==> config.mk <==
export PLATFORM = sky130hd
export DESIGN_NAME = wwpl_top
export DESIGN_NICKNAME = d
export VERILOG_FILES = /design/src/design/wwpl_pkg.sv /design/src/design/wwpl_kick_edge.sv /design/src/design/wwpl_top.sv
export SDC_FILE = /design/constraint.sdc
export NUM_CORES = 1
export LEC_CHECK = 0
export ABC_AREA = 1
export BUFFER_PORTS_ARGS = -buffer_cell sky130_fd_sc_hd__buf_2
export CORE_MARGIN = 2
export CORE_UTILIZATION = 25
export CTS_CLUSTER_SIZE = 24
export DETAILED_ROUTE_END_ITERATION = 12
export SYNTH_ARGS = -nofsm -noshare
export SYNTH_HDL_FRONTEND = slang
export SYNTH_SLANG_ARGS = --single-unit
export TNS_END_PERCENT = 5
==> constraint.sdc <==
create_clock -name clock_i -period 6.26 [get_ports clock_i]
set_input_delay 0.626 -clock clock_i [delete_from_list [all_inputs] [get_ports clock_i]]
set_output_delay 0.626 -clock clock_i [all_outputs]
set_load 0.01 [all_outputs]
==> src/design/wwpl_pkg.sv <==
// package for the window watchdog pin logic: constants, types, map
package wwpl_pkg;

  localparam int unsigned CLK_MHZ     = 32'h0000_000A;
  localparam int unsigned T_INIT_US   = 32'h0000_017D;
  localparam int unsigned T_SET_US    = 32'h0000_01F4;
  localparam int unsigned INIT_CYC    = T_INIT_US * CLK_MHZ;
  localparam int unsigned SET_CYC     = T_SET_US * CLK_MHZ;

  localparam int unsigned ADDR_W      = 8;
  localparam int unsigned DATA_W      = 32;
  localparam int unsigned CNT_W       = 32;

  localparam logic [7:0] OFF_STATUS   = 8'h00;
  localparam logic [7:0] OFF_INT_STAT = 8'h04;
  localparam logic [7:0] OFF_INT_MASK = 8'h08;

  localparam int unsigned EV_EARLY    = 0;
  localparam int unsigned EV_LATE     = 1;
  localparam int unsigned EV_RELEASE  = 2;
  localparam int unsigned EV_N        = 3;

  localparam int unsigned ST_STATE_LSB = 0;
  localparam int unsigned ST_DIS_BIT   = 4;
  localparam int unsigned ST_PIN_BIT   = 5;

  localparam logic [EV_N-1:0] INT_MASK_RST = 3'h0;

  // select straps: 00 switches the watchdog off
  localparam logic [1:0] SEL_OFF      = 2'h0;
  localparam logic [1:0] SEL_HALF     = 2'h1;
  localparam logic [1:0] SEL_QUARTER  = 2'h2;
  localparam logic [1:0] SEL_EIGHTH   = 2'h3;
  localparam int unsigned SHIFT_HALF  = 1;
  localparam int unsigned SHIFT_QUART = 2;
  localparam int unsigned SHIFT_EIGHT = 3;

  // cap pin strap state
  localparam logic [1:0] CAP_CAPACITOR = 2'h0;
  localparam logic [1:0] CAP_OPEN      = 2'h1;
  localparam logic [1:0] CAP_PULLUP    = 2'h2;

  typedef enum logic [2:0] {
    ST_INIT,
    ST_DIS,
    ST_CLOSED,
    ST_OPEN,
    ST_FAULT
  } wwpl_state_e;

  typedef struct packed {
    logic             off;
    logic [CNT_W-1:0] lower;
    logic [CNT_W-1:0] upper;
    logic [CNT_W-1:0] rst_dly;
  } wwpl_cfg_s;

  typedef struct packed {
    logic              sel;
    logic              en;
    logic              wr;
    logic [ADDR_W-1:0] addr;
    logic [DATA_W-1:0] wdata;
  } wwpl_apb_req_s;

endpackage

==> src/design/wwpl_kick_edge.sv <==
// kick input synchroniser and falling edge detector
`timescale 1ns/1ps
module wwpl_kick_edge (
  input  wire logic clock_i,
  input  wire logic rst_n_i,
  input  wire logic kick_input_i,
  output logic      fall_o
);
  logic meta;
  logic sync;
  logic last;

  // idle high so a kick held high at reset makes no edge
  always_ff @(posedge clock_i or negedge rst_n_i) begin
    if (!rst_n_i) begin
      meta   <= 1'b1;
      sync   <= 1'b1;
      last   <= 1'b1;
      fall_o <= 1'b0;
    end else begin
      meta   <= kick_input_i;
      sync   <= meta;
      last   <= sync;
      fall_o <= last & ~sync;
    end
  end
endmodule

==> src/design/wwpl_top.sv <==
// window watchdog core with apb status and interrupt registers
`timescale 1ns/1ps
module wwpl_top #(
  parameter logic [31:0] UPPER_CAP_CYC = 32'h0009_92C8,
  parameter logic [31:0] UPPER_NC_CYC  = 32'h000F_4240,
  parameter logic [31:0] UPPER_PU_CYC  = 32'h0098_9680,
  parameter logic [31:0] DLY_CAP_CYC   = 32'h0000_1B76,
  parameter logic [31:0] DLY_NC_CYC    = 32'h0000_2710,
  parameter logic [31:0] DLY_PU_CYC    = 32'h0001_86A0
) (
  input  wire logic                         clock_i,
  input  wire logic                         rst_n_i,
  input  wire logic                         kick_input_i,
  input  wire logic                         window_select_0_i,
  input  wire logic                         window_select_1_i,
  input  wire logic [1:0]                   timeout_cap_pin_i,
  input  wire logic [1:0]                   delay_cap_pin_i,
  input  wire logic                         fault_reset_output_i,
  output logic                              fault_reset_output_o,
  output logic                              fault_reset_output_oe_o,
  input  wire logic                         psel_i,
  input  wire logic                         penable_i,
  input  wire logic                         pwrite_i,
  input  wire logic [wwpl_pkg::ADDR_W-1:0]  paddr_i,
  input  wire logic [wwpl_pkg::DATA_W-1:0]  pwdata_i,
  output logic      [wwpl_pkg::DATA_W-1:0]  prdata_o,
  output logic                              pready_o,
  output logic                              pslverr_o,
  output logic                              irq_o
);
  import wwpl_pkg::*;

  wwpl_state_e      state;
  wwpl_state_e      next_state;
  wwpl_cfg_s        cfg;
  wwpl_cfg_s        dec;
  wwpl_apb_req_s    req;
  logic [CNT_W-1:0] cnt;
  logic             kick_fall;
  logic             kick_live;
  logic             cfg_load;
  logic             restart;
  logic [EV_N-1:0]  ev;
  logic [EV_N-1:0]  int_stat;
  logic [EV_N-1:0]  int_mask;
  logic             apb_done;
  logic             apb_hit;
  logic [1:0]       sel;

  assign sel = {window_select_1_i, window_select_0_i};
  assign req = '{sel: psel_i, en: penable_i, wr: pwrite_i,
                 addr: paddr_i, wdata: pwdata_i};

  wwpl_kick_edge u_kick (
    .clock_i      (clock_i),
    .rst_n_i      (rst_n_i),
    .kick_input_i (kick_input_i),
    .fall_o       (kick_fall)
  );

  // decode of the straps; held only when loaded into cfg
  always_comb begin
    dec = '0;
    dec.off = (sel == SEL_OFF);
    case (timeout_cap_pin_i)
      CAP_CAPACITOR: dec.upper = UPPER_CAP_CYC;
      CAP_PULLUP:    dec.upper = UPPER_PU_CYC;
      default:       dec.upper = UPPER_NC_CYC;
    endcase
    case (sel)
      SEL_HALF:    dec.lower = dec.upper >> SHIFT_HALF;
      SEL_QUARTER: dec.lower = dec.upper >> SHIFT_QUART;
      default:     dec.lower = dec.upper >> SHIFT_EIGHT;
    endcase
    case (delay_cap_pin_i)
      CAP_CAPACITOR: dec.rst_dly = DLY_CAP_CYC;
      CAP_PULLUP:    dec.rst_dly = DLY_PU_CYC;
      default:       dec.rst_dly = DLY_NC_CYC;
    endcase
  end

  // kicks only count while a window runs
  assign kick_live = kick_fall &&
                     (state == ST_CLOSED || state == ST_OPEN);

  always_comb begin
    next_state = state;
    case (state)
      ST_INIT: begin
        if (cnt == INIT_CYC - 1) begin
          next_state = dec.off ? ST_DIS : ST_CLOSED;
        end
      end
      ST_DIS: begin
        if (!dec.off) begin
          next_state = ST_CLOSED;
        end
      end
      ST_CLOSED: begin
        if (dec.off) begin
          next_state = ST_DIS;
        end else if (kick_live) begin
          next_state = ST_FAULT;
        end else if (cnt == cfg.lower - 1) begin
          next_state = ST_OPEN;
        end
      end
      ST_OPEN: begin
        if (dec.off) begin
          next_state = ST_DIS;
        end else if (kick_live) begin
          next_state = ST_CLOSED;
        end else if (cnt == cfg.upper - 1) begin
          next_state = ST_FAULT;
        end
      end
      ST_FAULT: begin
        if (dec.off) begin
          next_state = ST_DIS;
        end else if (cnt == cfg.rst_dly - 1) begin
          next_state = ST_CLOSED;
        end
      end
      default: next_state = ST_INIT;
    endcase
  end

  // init end always latches, so the off flag is held in DIS entered from INIT; later entries keep cfg.off at 0
  assign cfg_load = (state == ST_INIT && next_state != ST_INIT) ||
                    (state == ST_DIS && next_state == ST_CLOSED);
  // the count runs on across the closed-to-open step
  assign restart  = (next_state != state) &&
                    !(state == ST_CLOSED && next_state == ST_OPEN);

  always_ff @(posedge clock_i or negedge rst_n_i) begin
    if (!rst_n_i) begin
      state <= ST_INIT;
    end else begin
      state <= next_state;
    end
  end

  always_ff @(posedge clock_i or negedge rst_n_i) begin
    if (!rst_n_i) begin
      cnt <= '0;
    end else if (restart) begin
      cnt <= '0;
    end else if (state != ST_DIS) begin
      cnt <= cnt + 1'b1;
    end
  end

  // straps are taken at init end and on each DIS-to-CLOSED step, so a change mid-window cannot skew it
  always_ff @(posedge clock_i or negedge rst_n_i) begin
    if (!rst_n_i) begin
      cfg <= '0;
    end else if (cfg_load) begin
      cfg <= dec;
    end
  end

  // open drain: enable pulls low, output level itself is always 0
  always_ff @(posedge clock_i or negedge rst_n_i) begin
    if (!rst_n_i) begin
      fault_reset_output_oe_o <= 1'b0;
      fault_reset_output_o    <= 1'b0;
    end else begin
      fault_reset_output_oe_o <= (next_state == ST_FAULT);
      fault_reset_output_o    <= 1'b0;
    end
  end

  always_comb begin
    ev = '0;
    ev[EV_EARLY]   = (state == ST_CLOSED) && next_state == ST_FAULT;
    ev[EV_LATE]    = (state == ST_OPEN) && next_state == ST_FAULT;
    ev[EV_RELEASE] = (state == ST_FAULT) && next_state == ST_CLOSED;
  end

  assign apb_done = req.sel && req.en && pready_o;
  assign apb_hit  = (req.addr == OFF_STATUS) ||
                    (req.addr == OFF_INT_STAT) ||
                    (req.addr == OFF_INT_MASK);

  // one wait state: pready rises in the second access cycle
  always_ff @(posedge clock_i or negedge rst_n_i) begin
    if (!rst_n_i) begin
      pready_o  <= 1'b0;
      pslverr_o <= 1'b0;
      prdata_o  <= '0;
    end else begin
      pready_o  <= req.sel && req.en && !pready_o;
      pslverr_o <= req.sel && req.en && !pready_o && !apb_hit;
      if (req.sel && req.en && !pready_o && !req.wr) begin
        case (req.addr)
          OFF_STATUS: begin
            prdata_o <= '0;
            prdata_o[ST_STATE_LSB +: 3] <= state;
            prdata_o[ST_DIS_BIT]        <= cfg.off | dec.off;
            prdata_o[ST_PIN_BIT]        <= fault_reset_output_i;
          end
          OFF_INT_STAT: prdata_o <= {{(DATA_W-EV_N){1'b0}}, int_stat};
          OFF_INT_MASK: prdata_o <= {{(DATA_W-EV_N){1'b0}}, int_mask};
          default:      prdata_o <= '0;
        endcase
      end
    end
  end

  always_ff @(posedge clock_i or negedge rst_n_i) begin
    if (!rst_n_i) begin
      int_mask <= INT_MASK_RST;
    end else if (apb_done && req.wr && req.addr == OFF_INT_MASK) begin
      int_mask <= req.wdata[EV_N-1:0];
    end
  end

  // read clears; an event in the same cycle survives the clear
  always_ff @(posedge clock_i or negedge rst_n_i) begin
    if (!rst_n_i) begin
      int_stat <= '0;
    end else if (apb_done && !req.wr && req.addr == OFF_INT_STAT) begin
      int_stat <= ev;
    end else begin
      int_stat <= int_stat | ev;
    end
  end

  always_ff @(posedge clock_i or negedge rst_n_i) begin
    if (!rst_n_i) begin
      irq_o <= 1'b0;
    end else begin
      irq_o <= |((int_stat | ev) & int_mask);
    end
  end
endmodule

==> flow_summary.ini <==
[global_routing]
track_usage = 0.150
grt_pass1_wl_mm = 35.7
antenna_found_initial = 0
grt_max_degree = 53
grt.overflow.total = 0
grt_pass1_vias = 6489

[timing]
period_needed_ps = 3730
finalSetupTns_ps = 0
whs_ps = 230
fin_ws_ps = 2530
hold_viol = 0
setup_viol = 0
fin_crit_sh = 0.597
finalClockSkew_ps = 11.2
fmax_mhz = 268
slew_viol_final = 0
relSlewSlack = 0.541
rsz0062_at_grt = false
worst-slew-pin-transition_ps = 689

[critical_path]
cp-end-kind = register
rrSetupSlack_ps = 2530
critPathMaxStageDelay_ps = 550
crit_end = cnt[30]
path_buf_inv = 4
arrival_ps = 3960
path_depth = 24
path_class = reg -> reg
start_kind = register
reg2reg_to = cnt[30]
r2r_cells = 24
setup.worst_path.start = cfg[9]
cp_top_family = simple AND/OR/NAND/NOR gates
required_ps = 6490
path_cells = nor2_4, nand4_4, inv_1, ha_1, nand2_1, inv_1, nor2_1, nand2_1, nor2_1, nand3_1, nor2_1, nand3_1, nor2_1, nand4_1, nand2_1, inv_1, nand2_1, nand2_1, nand2_1, nand2_1, nand2_2, nand2_4, inv_8, nor2_1
critPathSlowestCell = dfrtp_1
path_max_fanout = 28
cp_common_cell = nand2_1
r2r-start = cfg[9]

[placed_design]
pre_cts_slack_ps = 2580
hpwl_mm = 17.5
io_buffers = 32
placed_cells_incl_taps = 1453
gp_congestion = 0.968

[clock_network]
cts-root-buf = clkbuf_16
cts_buffer_depth = 2
clk_pin_slew_worst_paths_ps = 70
cts_buffers = 9
cts_tree = built
cts_hold_buf = 0
clock_latency_ps = 360
cts_setup_buffers = 0
post_cts_resized = 0
htreeDepth = 3
cts_sinks = 88

[power]
power_leakage_nw = 3.76
power.density_nw_per_um2 = 329
comb_power_share = 0.470
peakVddDrop_mv = 0.161
p_int_mw = 1.39
clkPwrFrac = 0.201
pwr-share-seq = 0.329
p_sw_mw = 1.22
p_sw_frac = 0.468
finalPower_mw = 2.61

[cells_and_area]
layout-drive-gt1-share = 0.118
final_cell_mix = nand2_1 (262), nor2_1 (147), inv_1 (127), dfrtp_1 (85), nand3_1 (70)
final_nets = 1142
diodes = 0
final_common_cell = nand2_1
synthToLayoutAreaGrowth_pct = 9.51
n_fill_cell = 3207
final_cells = 1469

[floorplanning]
core.rowCount = 62
fp.dieH_um = 174
start_util = 0.253
ioPinCount = 90
die_w_um = 174
coreArea_um2 = 28600
die-area_um2 = 30400

[synthesis]
netlist_instances = 1060
yosysWarnings = 0
synth_top_area_share = 0.294
async_flop_share = 1.00
ys_seq_elements = 88
ys_seq_area_frac = 0.304
yosys.area.top_type = dfrtp_1
synth_area_leaders = dfrtp_1 (29%), nand2_1 (14%), nor2_1 (7.6%), inv_1 (6.6%), xor2_1 (5.3%)
synth.distinct_cells = 54
synth.cell_area_um2 = 7250
synth_edf_count = 0
syn_avg_cell_area_um2 = 6.84
yosys_most_used_dff = dfrtp_1

[drt]
first_pass_iters = 5
via_count = 6902
drcViolationCount = 0
antenna_left = 0
wirelength_mm = 22.3
first_iter_violations = 476
routed_via_density = 4.70
post_drt_wl_per_cell_um = 15.2

[outcome]
status = completed

[worst_hold_path]
worstHoldPathType = in -> async

[job]
max-cap-violations = 0
## layer usage
layer | share of wire | wire length (um) | global-route usage | vias up
met5 | 0 | 0 | 0 | -
met1 | 0.45 | 10100 | 0.204 | 3307
met3 | 0.058 | 1290 | 0.0199 | 30
li1 | - | - | - | 3355
met2 | 0.47 | 10500 | 0.246 | 210
met4 | 0.020 | 450 | 0.0480 | 0
## worst reg2reg max path, cell delays in order (launching register included)
cell     delay, ps
dfrtp_1        550
nor2_4         220
nand4_4        250
inv_1          270
ha_1           280
nand2_1         70
inv_1           50
nor2_1          80
nand2_1         50
nor2_1          80
nand3_1         80
nor2_1          90
nand3_1         80
nor2_1         140
nand4_1        220
nand2_1        120
inv_1           40
nand2_1        100
nand2_1         80
nand2_1         70
nand2_1         60
nand2_2         80
nand2_4        100
inv_8          320
nor2_1         120
## how the worst min path moves through the flow
stage                     start     endpoint  slack [ps]  cells past startpoint
finish                  rst_n_i      cfg[15]         230                      1
global route            rst_n_i      cfg[10]         270                      1
CTS                     rst_n_i      cfg[15]         250                      1
detailed placement  u_kick.meta  u_kick.sync         350                      0
global placement    u_kick.meta  u_kick.sync         350                      0
floorplan               rst_n_i      cfg[10]         330                      0
## state kept, by name (all words and copies together) (netlist names)
signal / flops
u_kick.fall_o: 1
cfg: 34
state: 3
fault_reset_output_oe_o: 1
pready_o: 1
pslverr_o: 1
prdata_o: 5
int_mask: 3
u_kick.sync: 1
u_kick.meta: 1
int_stat: 3
irq_o: 1
cnt: 32
u_kick.last: 1
## logic make-up after synthesis
family          synth area share
mux                      0.00466
other cells             0.000517
buf+inv                    0.124
simple gates               0.398
xor+xnor                  0.0756
flops                      0.304
fa+ha+maj                 0.0155
compound gates            0.0767
## through the flow
stage	util	area [um^2]
2_1_floorplan	-	7350
3_3_place_gp	0.268	7660
3_5_place_dp	0.268	7660
4_1_cts	0.277	7940
5_1_grt	0.277	7940
6_report	0.277	7940
## layout make-up
cell class,instances,area (um^2),share of cell area
Multi-Input combinational cell,803,4240,0.534
Sequential cell,88,2210,0.278
Tap cell,384,480,0.0605
Inverter,142,541,0.0681
Timing Repair Buffer,36,193,0.0243
Clock inverter,5,32.5,0.00410
Clock buffer,11,243,0.0306
## power by group through the flow
| stage | clock network (mW) | logic [mW] | registers [mW] |
|---|---|---|---|
| global placement | 0 | 1.21 | 0.863 |
| detailed placement | 0 | 1.22 | 0.866 |
| finish | 0.525 | 1.23 | 0.860 |
| floorplan | 0 | 1.03 | 0.805 |
| CTS | 0.536 | 1.23 | 0.855 |
| global route | 0.560 | 1.39 | 0.878 |
## Yosys cell counts, drive strengths merged (5+ instances only)
cell type and number:
a21oi 21, buf 40, clkbuf 14, dfrtp 85
ha 9, inv 138, nand2 274, nand3 76
nand3b 8, nand4 25, nor2 185, nor3 18
nor4 12, o21ai 49, o21bai 5, o22ai 7
xnor2 16, xor2 44
(Power assumes the default switching activity.)
